File: src/logic/irq_pkg.sv
// constants, register map and event carriers of the usb interrupt arbiter
package irq_pkg;
  // timing
  localparam int unsigned CLK_HZ      = 125_000_000;
  localparam int unsigned TICK_HZ     = 750_000;              // 12 MHz / 16
  localparam int unsigned TICK_CYCLES = CLK_HZ / TICK_HZ;     // rounds down
  localparam int unsigned FRAME_US    = 1000;
  localparam int unsigned FRAME_TICKS = TICK_HZ / 1000 * FRAME_US / 1000;

  // source vector layout, index 0 has the highest priority
  localparam int unsigned NSRC         = 51;
  localparam int unsigned BUS_RESET    = 0;
  localparam int unsigned BUS_SETUP    = 3;
  localparam int unsigned BUS_SETUP_OW = 4;
  localparam int unsigned PRE_FRAME    = 6;
  localparam int unsigned OUT_EP_BASE  = 7;
  localparam int unsigned IN_EP_BASE   = 15;
  localparam int unsigned OUT_RUN_BASE = 23;
  localparam int unsigned OUT_RLD_BASE = 30;
  localparam int unsigned IN_RUN_BASE  = 37;
  localparam int unsigned IN_RLD_BASE  = 44;
  localparam logic [5:0]  CODE_SETUP    = 6'h04;
  localparam logic [5:0]  CODE_SETUP_OW = 6'h05;

  // register byte offsets
  localparam int unsigned ADDR_W = 8;
  localparam logic [7:0] OFF_BUS_FLAG  = 8'h00;
  localparam logic [7:0] OFF_BUS_EN    = 8'h04;
  localparam logic [7:0] OFF_OUT_FLAG  = 8'h08;
  localparam logic [7:0] OFF_OUT_EN    = 8'h0c;
  localparam logic [7:0] OFF_IN_FLAG   = 8'h10;
  localparam logic [7:0] OFF_IN_EN     = 8'h14;
  localparam logic [7:0] OFF_OUT0_CFG  = 8'h18;
  localparam logic [7:0] OFF_IN0_CFG   = 8'h1c;
  localparam logic [7:0] OFF_ODRUN     = 8'h20;
  localparam logic [7:0] OFF_ODRLD     = 8'h24;
  localparam logic [7:0] OFF_ODEN      = 8'h28;
  localparam logic [7:0] OFF_IDRUN     = 8'h2c;
  localparam logic [7:0] OFF_IDRLD     = 8'h30;
  localparam logic [7:0] OFF_IDEN      = 8'h34;
  localparam logic [7:0] OFF_SRC_CODE  = 8'h38;
  localparam logic [7:0] OFF_PF_COUNT  = 8'h3c;
  localparam logic [7:0] OFF_IDLE_CTRL = 8'h40;

  localparam logic [1:0] RESP_OKAY   = 2'h0;
  localparam logic [1:0] RESP_SLVERR = 2'h2;

  // one-cycle event pulses from the usb core, dma bit i is endpoint i+1
  typedef struct packed {
    logic sof;
    logic setup;
    logic resume;
    logic suspend;
    logic reset;
  } bus_evt_s;
  typedef struct packed {
    logic [7:0] in_done;
    logic [7:0] out_done;
  } ep_evt_s;
  typedef struct packed {
    logic [6:0] in_reload;
    logic [6:0] in_run;
    logic [6:0] out_reload;
    logic [6:0] out_run;
  } dma_evt_s;
endpackage : irq_pkg

File: src/logic/usb_interrupt_arbiter.sv
// usb interrupt flags, enables, fixed-priority arbiter and axi4-lite registers
// Behaviour
// - all bus, endpoint and dma requests merge onto one interrupt line.
// - simultaneous requests are served one at a time by fixed priority.
// - reading the source code clears the flag of the returned request.
// - setup and setup-overwrite flags clear only by writing one.
// - after that read the next highest pending request is coded and raised.
// - bus events set flags; only enabled flags forward a request.
// - reset, suspend, resume, setup and frame start each have a flag.
// - pre-frame flag fires n 750 kHz ticks before each frame start.
// - endpoints one to seven request when flag and enable are set.
// - endpoint zero also needs its local configuration enable bit.
// - a received out packet sets the endpoint nak bit and flag.
// - a sent in packet sets the endpoint nak bit and flag.
// - dma run or reload clearing on endpoints one to seven sets flags.
// - each endpoint direction has run and reload flags, one shared enable.
// - dma request passes when either flag and the enable are set.
// - with idle permit set the module idles with the peripheral domain.
`timescale 1ns/1ps
module usb_interrupt_arbiter (
  // clock and reset
  input  wire logic                        aclk,
  input  wire logic                        aresetn,
  // axi4-lite write
  input  wire logic [irq_pkg::ADDR_W-1:0]  awaddr,
  input  wire logic [2:0]                  awprot,
  input  wire logic                        awvalid,
  output logic                             awready,
  input  wire logic [31:0]                 wdata,
  input  wire logic [3:0]                  wstrb,
  input  wire logic                        wvalid,
  output logic                             wready,
  output logic [1:0]                       bresp,
  output logic                             bvalid,
  input  wire logic                        bready,
  // axi4-lite read
  input  wire logic [irq_pkg::ADDR_W-1:0]  araddr,
  input  wire logic [2:0]                  arprot,
  input  wire logic                        arvalid,
  output logic                             arready,
  output logic [31:0]                      rdata,
  output logic [1:0]                       rresp,
  output logic                             rvalid,
  input  wire logic                        rready,
  // event pulses from usb core, buffer manager and dma controller
  input  wire irq_pkg::bus_evt_s           bus_evt,
  input  wire logic                        setup_buf_read,
  input  wire irq_pkg::ep_evt_s            ep_evt,
  input  wire irq_pkg::dma_evt_s           dma_evt,
  // endpoint nak set pulses to the count registers
  output logic [7:0]                       out_ep_nak_set,
  output logic [7:0]                       in_ep_nak_set,
  // cpu request line and idle handshake
  output logic                             usb_irq,
  input  wire logic                        periph_domain_idle_bit,
  output logic                             module_idle
);

  localparam int unsigned N = irq_pkg::NSRC;

  logic [N-1:0] flag_reg, flag_next, set_vec, wr_clr, rd_clr, en_vec, pending;
  logic [6:0]   bus_event_enable_reg, out_dma_enable_reg, in_dma_enable_reg;
  logic [7:0]   out_ep_enable_reg, in_ep_enable_reg, pre_frame_countdown_reg;
  logic         out_ep_zero_config_reg, in_ep_zero_config_reg, module_idle_permit_reg;
  logic [5:0]   interrupt_source_code_reg;
  logic         irq_reg, idle_reg, setup_pend_reg, ow_hit, pf_hit, tick;
  logic         wr_fire, ar_fire, rd_src, bvalid_reg, rvalid_reg;
  logic [1:0]   bresp_reg, rresp_reg;
  logic [31:0]  rdata_reg;
  logic [7:0]   rd_byte, out_nak_reg, in_nak_reg;
  logic [7:0]   tick_cnt_reg;
  logic [9:0]   frame_cnt_reg;
  logic         idle_sync1_reg, idle_sync2_reg;

  // word decode shared by both channels
  function automatic logic addr_ok(input logic [irq_pkg::ADDR_W-1:0] a);
    return (a[1:0] == 2'h0) && (a <= irq_pkg::OFF_IDLE_CTRL);
  endfunction : addr_ok

  // lowest set index wins, code is index plus one, zero when idle
  function automatic logic [5:0] prio_code(input logic [N-1:0] p);
    logic [5:0] c;
    c = 6'h00;
    for (int i = N - 1; i >= 0; i--) begin
      if (p[i]) begin
        c = 6'(i + 1);
      end
    end
    return c;
  endfunction : prio_code

  // write-one-to-clear map of the flag registers
  function automatic logic [N-1:0] w1c_map(input logic [irq_pkg::ADDR_W-1:0] a,
                                           input logic [7:0] d);
    logic [N-1:0] m;
    m = '0;
    case (a)
      irq_pkg::OFF_BUS_FLAG: m[6:0] = d[6:0];
      irq_pkg::OFF_OUT_FLAG: m[irq_pkg::OUT_EP_BASE +: 8] = d;
      irq_pkg::OFF_IN_FLAG:  m[irq_pkg::IN_EP_BASE +: 8] = d;
      irq_pkg::OFF_ODRUN:    m[irq_pkg::OUT_RUN_BASE +: 7] = d[7:1];
      irq_pkg::OFF_ODRLD:    m[irq_pkg::OUT_RLD_BASE +: 7] = d[7:1];
      irq_pkg::OFF_IDRUN:    m[irq_pkg::IN_RUN_BASE +: 7] = d[7:1];
      irq_pkg::OFF_IDRLD:    m[irq_pkg::IN_RLD_BASE +: 7] = d[7:1];
      default:               m = '0;
    endcase
    return m;
  endfunction : w1c_map

  // axi handshakes: write address and data are taken together
  assign wr_fire = awvalid && wvalid && !bvalid_reg;
  assign awready = wr_fire;
  assign wready  = wr_fire;
  assign arready = !rvalid_reg;
  assign ar_fire = arvalid && !rvalid_reg;
  assign rd_src  = ar_fire && (araddr == irq_pkg::OFF_SRC_CODE);
  assign bvalid  = bvalid_reg;
  assign bresp   = bresp_reg;
  assign rvalid  = rvalid_reg;
  assign rresp   = rresp_reg;
  assign rdata   = rdata_reg;

  // event sources in priority order
  assign ow_hit  = bus_evt.setup && setup_pend_reg;
  assign set_vec = {dma_evt.in_reload, dma_evt.in_run,
                    dma_evt.out_reload, dma_evt.out_run,
                    ep_evt.in_done, ep_evt.out_done,
                    pf_hit, bus_evt.sof, ow_hit, bus_evt.setup,
                    bus_evt.resume, bus_evt.suspend, bus_evt.reset};

  // gating: dma enable is shared by run and reload flags
  assign en_vec = {in_dma_enable_reg, in_dma_enable_reg,
                   out_dma_enable_reg, out_dma_enable_reg,
                   in_ep_enable_reg & {7'h7f, in_ep_zero_config_reg},
                   out_ep_enable_reg & {7'h7f, out_ep_zero_config_reg},
                   bus_event_enable_reg};
  assign pending = flag_reg & en_vec;

  // read of the source code clears the served flag, setup pair excluded
  always_comb begin
    rd_clr = '0;
    if (rd_src && interrupt_source_code_reg != 6'h00 &&
        interrupt_source_code_reg != irq_pkg::CODE_SETUP &&
        interrupt_source_code_reg != irq_pkg::CODE_SETUP_OW) begin
      rd_clr[interrupt_source_code_reg - 6'h01] = 1'b1;
    end
  end

  // set wins over any clear in the same cycle
  always_comb begin
    wr_clr    = (wr_fire && wstrb[0]) ? w1c_map(awaddr, wdata[7:0]) : '0;
    flag_next = (flag_reg & ~(wr_clr | rd_clr)) | set_vec;
  end

  // sticky flags
  always_ff @(posedge aclk) begin
    if (!aresetn) begin
      flag_reg <= '0;
    end else begin
      flag_reg <= flag_next;
    end
  end

  // arbiter output, recomputed every edge so a read reselects at once
  always_ff @(posedge aclk) begin
    if (!aresetn) begin
      interrupt_source_code_reg <= 6'h00;
      irq_reg                   <= 1'b0;
    end else begin
      interrupt_source_code_reg <= prio_code(flag_next & en_vec);
      irq_reg                   <= |(flag_next & en_vec);
    end
  end
  assign usb_irq = irq_reg;

  // setup buffer occupancy, new arrival wins over a read in the same cycle
  always_ff @(posedge aclk) begin
    if (!aresetn) begin
      setup_pend_reg <= 1'b0;
    end else if (bus_evt.setup) begin
      setup_pend_reg <= 1'b1;
    end else if (setup_buf_read) begin
      setup_pend_reg <= 1'b0;
    end
  end

  // 750 kHz tick; realigned on every frame start
  always_ff @(posedge aclk) begin
    if (!aresetn || bus_evt.sof || tick) begin
      tick_cnt_reg <= 8'h00;
    end else begin
      tick_cnt_reg <= tick_cnt_reg + 8'h01;
    end
  end
  assign tick = (tick_cnt_reg == 8'(irq_pkg::TICK_CYCLES - 1));

  // ticks since the last frame start, saturating if frames stop
  always_ff @(posedge aclk) begin
    if (!aresetn || bus_evt.sof) begin
      frame_cnt_reg <= 10'h000;
    end else if (tick && frame_cnt_reg != 10'h3ff) begin
      frame_cnt_reg <= frame_cnt_reg + 10'h001;
    end
  end
  // zero countdown disables the pre-frame event
  assign pf_hit = tick && (pre_frame_countdown_reg != 8'h00) &&
                  (frame_cnt_reg + 10'h001 ==
                   10'(irq_pkg::FRAME_TICKS) - {2'h0, pre_frame_countdown_reg});

  // nak set pulses follow the packet event by one edge
  always_ff @(posedge aclk) begin
    if (!aresetn) begin
      out_nak_reg <= 8'h00;
      in_nak_reg  <= 8'h00;
    end else begin
      out_nak_reg <= ep_evt.out_done;
      in_nak_reg  <= ep_evt.in_done;
    end
  end
  assign out_ep_nak_set = out_nak_reg;
  assign in_ep_nak_set  = in_nak_reg;

  // idle level comes from another domain, so two flops first
  always_ff @(posedge aclk) begin
    if (!aresetn) begin
      idle_sync1_reg <= 1'b0;
      idle_sync2_reg <= 1'b0;
      idle_reg       <= 1'b0;
    end else begin
      idle_sync1_reg <= periph_domain_idle_bit;
      idle_sync2_reg <= idle_sync1_reg;
      idle_reg       <= module_idle_permit_reg && idle_sync2_reg;
    end
  end
  assign module_idle = idle_reg;

  // software-owned enables and configuration
  always_ff @(posedge aclk) begin
    if (!aresetn) begin
      bus_event_enable_reg    <= 7'h00;
      out_ep_enable_reg       <= 8'h00;
      in_ep_enable_reg        <= 8'h00;
      out_ep_zero_config_reg  <= 1'b0;
      in_ep_zero_config_reg   <= 1'b0;
      out_dma_enable_reg      <= 7'h00;
      in_dma_enable_reg       <= 7'h00;
      pre_frame_countdown_reg <= 8'h00;
      module_idle_permit_reg  <= 1'b0;
    end else if (wr_fire && wstrb[0]) begin
      case (awaddr)
        irq_pkg::OFF_BUS_EN:    bus_event_enable_reg    <= wdata[6:0];
        irq_pkg::OFF_OUT_EN:    out_ep_enable_reg       <= wdata[7:0];
        irq_pkg::OFF_IN_EN:     in_ep_enable_reg        <= wdata[7:0];
        irq_pkg::OFF_OUT0_CFG:  out_ep_zero_config_reg  <= wdata[0];
        irq_pkg::OFF_IN0_CFG:   in_ep_zero_config_reg   <= wdata[0];
        irq_pkg::OFF_ODEN:      out_dma_enable_reg      <= wdata[7:1];
        irq_pkg::OFF_IDEN:      in_dma_enable_reg       <= wdata[7:1];
        irq_pkg::OFF_PF_COUNT:  pre_frame_countdown_reg <= wdata[7:0];
        irq_pkg::OFF_IDLE_CTRL: module_idle_permit_reg  <= wdata[0];
        default: ;
      endcase
    end
  end

  // write response; unmapped words answer slverr
  always_ff @(posedge aclk) begin
    if (!aresetn) begin
      bvalid_reg <= 1'b0;
      bresp_reg  <= irq_pkg::RESP_OKAY;
    end else if (wr_fire) begin
      bvalid_reg <= 1'b1;
      bresp_reg  <= addr_ok(awaddr) ? irq_pkg::RESP_OKAY : irq_pkg::RESP_SLVERR;
    end else if (bready) begin
      bvalid_reg <= 1'b0;
    end
  end

  // read mux; dma registers use bits 7:1 for endpoints one to seven
  always_comb begin
    case (araddr)
      irq_pkg::OFF_BUS_FLAG:  rd_byte = {1'b0, flag_reg[6:0]};
      irq_pkg::OFF_BUS_EN:    rd_byte = {1'b0, bus_event_enable_reg};
      irq_pkg::OFF_OUT_FLAG:  rd_byte = flag_reg[irq_pkg::OUT_EP_BASE +: 8];
      irq_pkg::OFF_OUT_EN:    rd_byte = out_ep_enable_reg;
      irq_pkg::OFF_IN_FLAG:   rd_byte = flag_reg[irq_pkg::IN_EP_BASE +: 8];
      irq_pkg::OFF_IN_EN:     rd_byte = in_ep_enable_reg;
      irq_pkg::OFF_OUT0_CFG:  rd_byte = {7'h00, out_ep_zero_config_reg};
      irq_pkg::OFF_IN0_CFG:   rd_byte = {7'h00, in_ep_zero_config_reg};
      irq_pkg::OFF_ODRUN:     rd_byte = {flag_reg[irq_pkg::OUT_RUN_BASE +: 7], 1'b0};
      irq_pkg::OFF_ODRLD:     rd_byte = {flag_reg[irq_pkg::OUT_RLD_BASE +: 7], 1'b0};
      irq_pkg::OFF_ODEN:      rd_byte = {out_dma_enable_reg, 1'b0};
      irq_pkg::OFF_IDRUN:     rd_byte = {flag_reg[irq_pkg::IN_RUN_BASE +: 7], 1'b0};
      irq_pkg::OFF_IDRLD:     rd_byte = {flag_reg[irq_pkg::IN_RLD_BASE +: 7], 1'b0};
      irq_pkg::OFF_IDEN:      rd_byte = {in_dma_enable_reg, 1'b0};
      irq_pkg::OFF_SRC_CODE:  rd_byte = {2'h0, interrupt_source_code_reg};
      irq_pkg::OFF_PF_COUNT:  rd_byte = pre_frame_countdown_reg;
      irq_pkg::OFF_IDLE_CTRL: rd_byte = {6'h00, idle_reg, module_idle_permit_reg};
      default:                rd_byte = 8'h00;
    endcase
  end

  // read data channel
  always_ff @(posedge aclk) begin
    if (!aresetn) begin
      rvalid_reg <= 1'b0;
      rresp_reg  <= irq_pkg::RESP_OKAY;
      rdata_reg  <= 32'h0000_0000;
    end else if (ar_fire) begin
      rvalid_reg <= 1'b1;
      rresp_reg  <= addr_ok(araddr) ? irq_pkg::RESP_OKAY : irq_pkg::RESP_SLVERR;
      rdata_reg  <= {24'h00_0000, rd_byte};
    end else if (rready) begin
      rvalid_reg <= 1'b0;
    end
  end
endmodule : usb_interrupt_arbiter

File: config.mk
export PLATFORM = sky130hd
export DESIGN_NAME = usb_interrupt_arbiter
export DESIGN_NICKNAME = d
export VERILOG_FILES = /design/src/logic/irq_pkg.sv /design/src/logic/usb_interrupt_arbiter.sv
export SDC_FILE = /design/constraint.sdc
export NUM_CORES = 1
export LEC_CHECK = 0
export ABC_AREA = 0
export BUFFER_PORTS_ARGS = -buffer_cell sky130_fd_sc_hd__clkbuf_2
export CORE_MARGIN = 2
export CORE_UTILIZATION = 45
export CTS_CLUSTER_SIZE = 10
export DETAILED_ROUTE_END_ITERATION = 8
export HOLD_SLACK_MARGIN = 0.05
export PLACE_DENSITY = 0.72
export SYNTH_ARGS = -nofsm -noshare
export SYNTH_HDL_FRONTEND = slang
export SYNTH_SLANG_ARGS = --single-unit
File: constraint.sdc
create_clock -name aclk -period 4.05 [get_ports aclk]
set_input_delay 0.81 -clock aclk [delete_from_list [all_inputs] [get_ports aclk]]
set_output_delay 0.81 -clock aclk [all_outputs]
set_load 0.005 [all_outputs]
==> results.md <==
Placed design:
- The HPWL after detailed placement is 27800 um.
- The last weighted congestion value of the routability-driven placer is around 1.0.
- The pre-CTS setup slack is 0.223 ns.
- The count of placed standard cells including taps is 1562.
- The count of buffers from port buffering is 115.
- The cell area reported after detailed placement is about 10000 um2.

Detailed routing:
- For this block, the initial DRC count from the detailed router was 1332.
- Once detail routing completed, the nets flagged for antenna violations numbered 0.
- The detailed router placed just over 10000 vias in this run.
- Dividing the detail-routed via count by the number of cells gives 6.35.
- The final wirelength is 36900 um.
- Before antenna repair, the detailed router went through 7 iterations.
- After detailed routing, the average wire length per cell comes to about 23 um.
- In the routed design, unresolved DRC markers number 0.

Power:
- The worst-case IR drop observed on VDD is 0.282 mV.
- The static leakage is 4.51 nW.
- The power density normalized to cell area is 330 nW/um2.
- The power after layout is 3.60 mW.

Yosys:
- The total of flip-flops plus latches after synthesis is about 160.
- Yosys mapped a number of flops with a built-in enable equal to 0.
- The most frequently used flop master after synthesis is sky130_fd_sc_hd__dfxtp_1.
- The post-synthesis compound-gate area fraction is 26.6%.
- During synthesis, Yosys emitted a total of 0 warnings.
- The count of different cell masters after synthesis is about 90.
- The netlist area before placement is 9300 um2.
- The synthesized instance count is 1183.
- By area, the combinational part of the netlist is dominated by compound AO/OA/AOI/OAI gates.
- The post-synthesis average cell area is a little under 8 um2.
- The share of synthesized cell area in and, or, nand and nor gates is 24.3%.
- The xor and xnor area share after synthesis is under 10%.
- The async set or reset register ratio after synthesis is 0%.
- Sequential cells were found to cover 33.6% of the synthesized design area.
- The arithmetic-cell share of the synthesized area counting full adders, half adders and majority gates is under 10%.
- After synthesis, the share of cell area in mux cells is 3.98%.

Die:
- The top-level I/O count is 175.
- The floorplan step set the die width to 148 um.
- The number of placement rows is 52.
- The total area inside the core boundary comes to 20200 um2.
- The die covers 21800 um2.
- For this configuration, the core starts out at a cell density of 45.9%.
- The height of the die is 148 um.

Final layout:
- The post-route non-filler standard cell count is 1594.
- After filler insertion, the fill cell instance count of the layout stands at about 1900.
- The cell area after layout is 10900 um2.
- The area added between synthesis and finish is 17.5%.
- The count of antenna diodes in the layout is 0.
- The ratio of cells with drive above 1 in the final layout is 17.6%.
- The library cell used most frequently in the layout, excluding fill and tap cells, is sky130_fd_sc_hd__nor2_1.
- The net count of the finished layout is 1435.
- In the layout the commonest cells are sky130_fd_sc_hd__nor2_1, sky130_fd_sc_hd__dfxtp_1, sky130_fd_sc_hd__clkbuf_2, sky130_fd_sc_hd__nand2_1, sky130_fd_sc_hd__a21oi_1.
- The utilization of the core after routing is 54.0%.
- The register with the most flip-flops in the layout has 51 of them.

Clock tree:
- The total number of clock tree sinks is 156.
- The clock latency at the later pin of the worst-skew pair is 0.45 ns.
- The buffer cell driving the clock tree root is sky130_fd_sc_hd__clkbuf_16.
- The maximum buffer depth of the clock tree is 2.
- The clock transition at the registers of the reported paths is 0.07 ns.
- The post-cts resize count is 0.
- Post-CTS timing repair inserted 0 buffers for setup.
- The number of buffers created by CTS is 17.
- Hold repair after CTS inserted 0 buffers.
- The H-tree generated during clock tree synthesis spans 4 levels.
- TritonCTS built the clock tree.

Critical path:
- The last element of the critical path is interrupt_source_code_reg[2]$_SDFF_PP0_.
- The number of buffer and inverter instances along the worst setup path is 1.
- The path depth of the worst reg2reg path is 11.
- In this design, the stage delay of the slowest critical-path cell is 0.53 ns.
- The slowest library cell on the worst path is sky130_fd_sc_hd__or3_1.
- In this run the register-to-register setup slack is 0.50 ns.
- The capturing element type of the critical path is a register.
- Data on the critical path is required at its endpoint by 4.42 ns.
- The signal on the critical path passes through inv_1 -> ha_1 -> xor2_1 -> or3_1 -> a2111oi_1 -> o22ai_1 -> nor3b_2 -> a21boi_1 -> o2111ai_1 -> a31o_1 -> a31oi_1.
- Grouping stages by cell kind, the critical path spends the most delay in compound AO/OA/AOI/OAI gates.
- The reg-to-reg critical path endpoint is interrupt_source_code_reg[2]$_SDFF_PP0_.
- In this run the critical register-to-register path is launched from interrupt_source_code_reg[1]$_SDFF_PP0_.
- The most critical setup path has its startpoint at interrupt_source_code_reg[1]$_SDFF_PP0_.
- STA classifies the critical path startpoint as a register.
- The total number of cells along the worst setup path is 11.
- The type of the worst setup path is reg2reg.
- In this run the worst path has a maximum fanout of 10.
- The arrival time at the worst endpoint is just under 4 ns.

Timing:
- The worst hold slack across all endpoints is between 0.4 and 0.5 ns.
- The shortest clock period the worst path allows after layout is 3.55 ns.
- Setup violations remaining at the end of the flow were counted as 0.
- Setup total negative slack on the finished layout was measured at 0 ns.
- The worst pin sits at a relative slew slack of 33.9%.
- Setup repair after global routing left no endpoint under its margin.
- The final critical-path setup slack is between 0.5 and 0.6 ns.
- The final count of hold timing violations is 0.
- The final count of pins violating max slew is 0.
- Static timing analysis puts the maximum clock frequency at between 200 and 300 MHz.
- The final setup skew is 0.0136 ns.
- The slew at the pin closest to its max-slew limit is 0.991 ns.
- Dividing the final minimum period by the clock period gives 87.6%.

Global route:
- The first global-routing pass estimated 55700 um of wire.
- The overall overflow remaining after global route is 0.
- The number of global-route vias before repair came to 9311.
- Across every metal layer, demand over resource in global routing totals between 30% and 40%.
- The initial antenna violation count is 0.
- Entering global routing, the biggest net connects 52 pins.

Flow run:
- The reported max-cap violation count is 0.

Outcome:
- The run finished with clean final reports.

Hold path:
- The path class of the tightest hold or removal check is reg2reg.
## layer usage
layer	GRT usage (%)	vias to the layer above	share of wire (%)	wire length [um]
li1	-	4550	-	-
met1	45.2	4713	40	14600
met2	48.3	710	41	15300
met3	7.93	155	12	4360
met4	22.5	0	7.0	2590
met5	0	-	0	0
## worst min-delay path by stage
stage	start	endpoint	slack [ns]	cells past startpoint
floorplan	idle_sync1_reg$_SDFF_PN0_	idle_sync2_reg$_SDFF_PN0_	0.41	1
global placement	idle_sync1_reg$_SDFF_PN0_	idle_sync2_reg$_SDFF_PN0_	0.42	1
detailed placement	idle_sync1_reg$_SDFF_PN0_	idle_sync2_reg$_SDFF_PN0_	0.43	1
CTS	idle_sync1_reg$_SDFF_PN0_	idle_sync2_reg$_SDFF_PN0_	0.44	1
global route	idle_sync1_reg$_SDFF_PN0_	idle_sync2_reg$_SDFF_PN0_	0.48	1
finish	idle_sync1_reg$_SDFF_PN0_	idle_sync2_reg$_SDFF_PN0_	0.45	1
## cell type report
| class | instances | area (um2) | area share (%) |
|---|---|---|---|
| multi-input combinational | 904 | 5610 | 51.4 |
| sequential | 156 | 3120 | 28.6 |
| inverter | 58 | 218 | 1.99 |
| tap | 270 | 338 | 3.09 |
| clock inverter | 15 | 149 | 1.36 |
| clock buffer | 17 | 425 | 3.90 |
| timing repair buffer | 174 | 1060 | 9.67 |
## cell usage after synthesis, types with 12 or more instances
cell type	n	share of area, %
sky130_fd_sc_hd__mux2i_1	37	4.0
sky130_fd_sc_hd__buf_4	28	2.3
sky130_fd_sc_hd__a21oi_1	68	3.7
sky130_fd_sc_hd__inv_1	57	2.3
sky130_fd_sc_hd__nand4_1	17	1.1
sky130_fd_sc_hd__clkbuf_1	50	2.0
sky130_fd_sc_hd__and2_1	27	1.8
sky130_fd_sc_hd__o21a_1	13	1.0
sky130_fd_sc_hd__nor3_1	17	0.92
sky130_fd_sc_hd__a21o_1	12	0.97
sky130_fd_sc_hd__a31oi_1	24	1.6
sky130_fd_sc_hd__nor2_1	172	6.9
sky130_fd_sc_hd__a41oi_1	14	1.3
sky130_fd_sc_hd__o21ai_0	55	3.0
sky130_fd_sc_hd__o211ai_1	24	1.9
sky130_fd_sc_hd__a221oi_1	22	2.1
sky130_fd_sc_hd__dfxtp_1	156	34
sky130_fd_sc_hd__nand2_1	84	3.4
sky130_fd_sc_hd__and3_1	22	1.5
sky130_fd_sc_hd__xnor2_1	20	1.9
sky130_fd_sc_hd__xor2_1	13	1.2
sky130_fd_sc_hd__nand3_1	33	1.8
## logic make-up (layout without fill, tap and decap cells)
| logic type | Yosys count | in the layout |
|---|---|---|
| buffers and inverters | 148 | 264 |
| adders and majority gates | 8 | 8 |
| xor gates and xnor gates | 33 | 33 |
| muxes | 37 | 37 |
| AOI/OAI and AO/OA | 348 | 348 |
| other | 1 | 26 |
| and+or+nand+nor | 452 | 452 |
| DFF | 156 | 156 |
## worst register-to-register path, cell delays in order, from the launching register on
cell,delay [ns]
sky130_fd_sc_hd__dfxtp_1,0.39
sky130_fd_sc_hd__inv_1,0.10
sky130_fd_sc_hd__ha_1,0.34
sky130_fd_sc_hd__xor2_1,0.22
sky130_fd_sc_hd__or3_1,0.53
sky130_fd_sc_hd__a2111oi_1,0.51
sky130_fd_sc_hd__o22ai_1,0.23
sky130_fd_sc_hd__nor3b_2,0.21
sky130_fd_sc_hd__a21boi_1,0.36
sky130_fd_sc_hd__o2111ai_1,0.16
sky130_fd_sc_hd__a31o_1,0.26
sky130_fd_sc_hd__a31oi_1,0.16
## report_power, final
part	leakage (nW)	internal [mW]	switching, mW
registers	1.28	1.59	0.0441
clock network	0.278	0.866	0.759
logic	2.95	0.126	0.216
total	4.51	2.58	1.02
(Power assumes the default switching activity.)
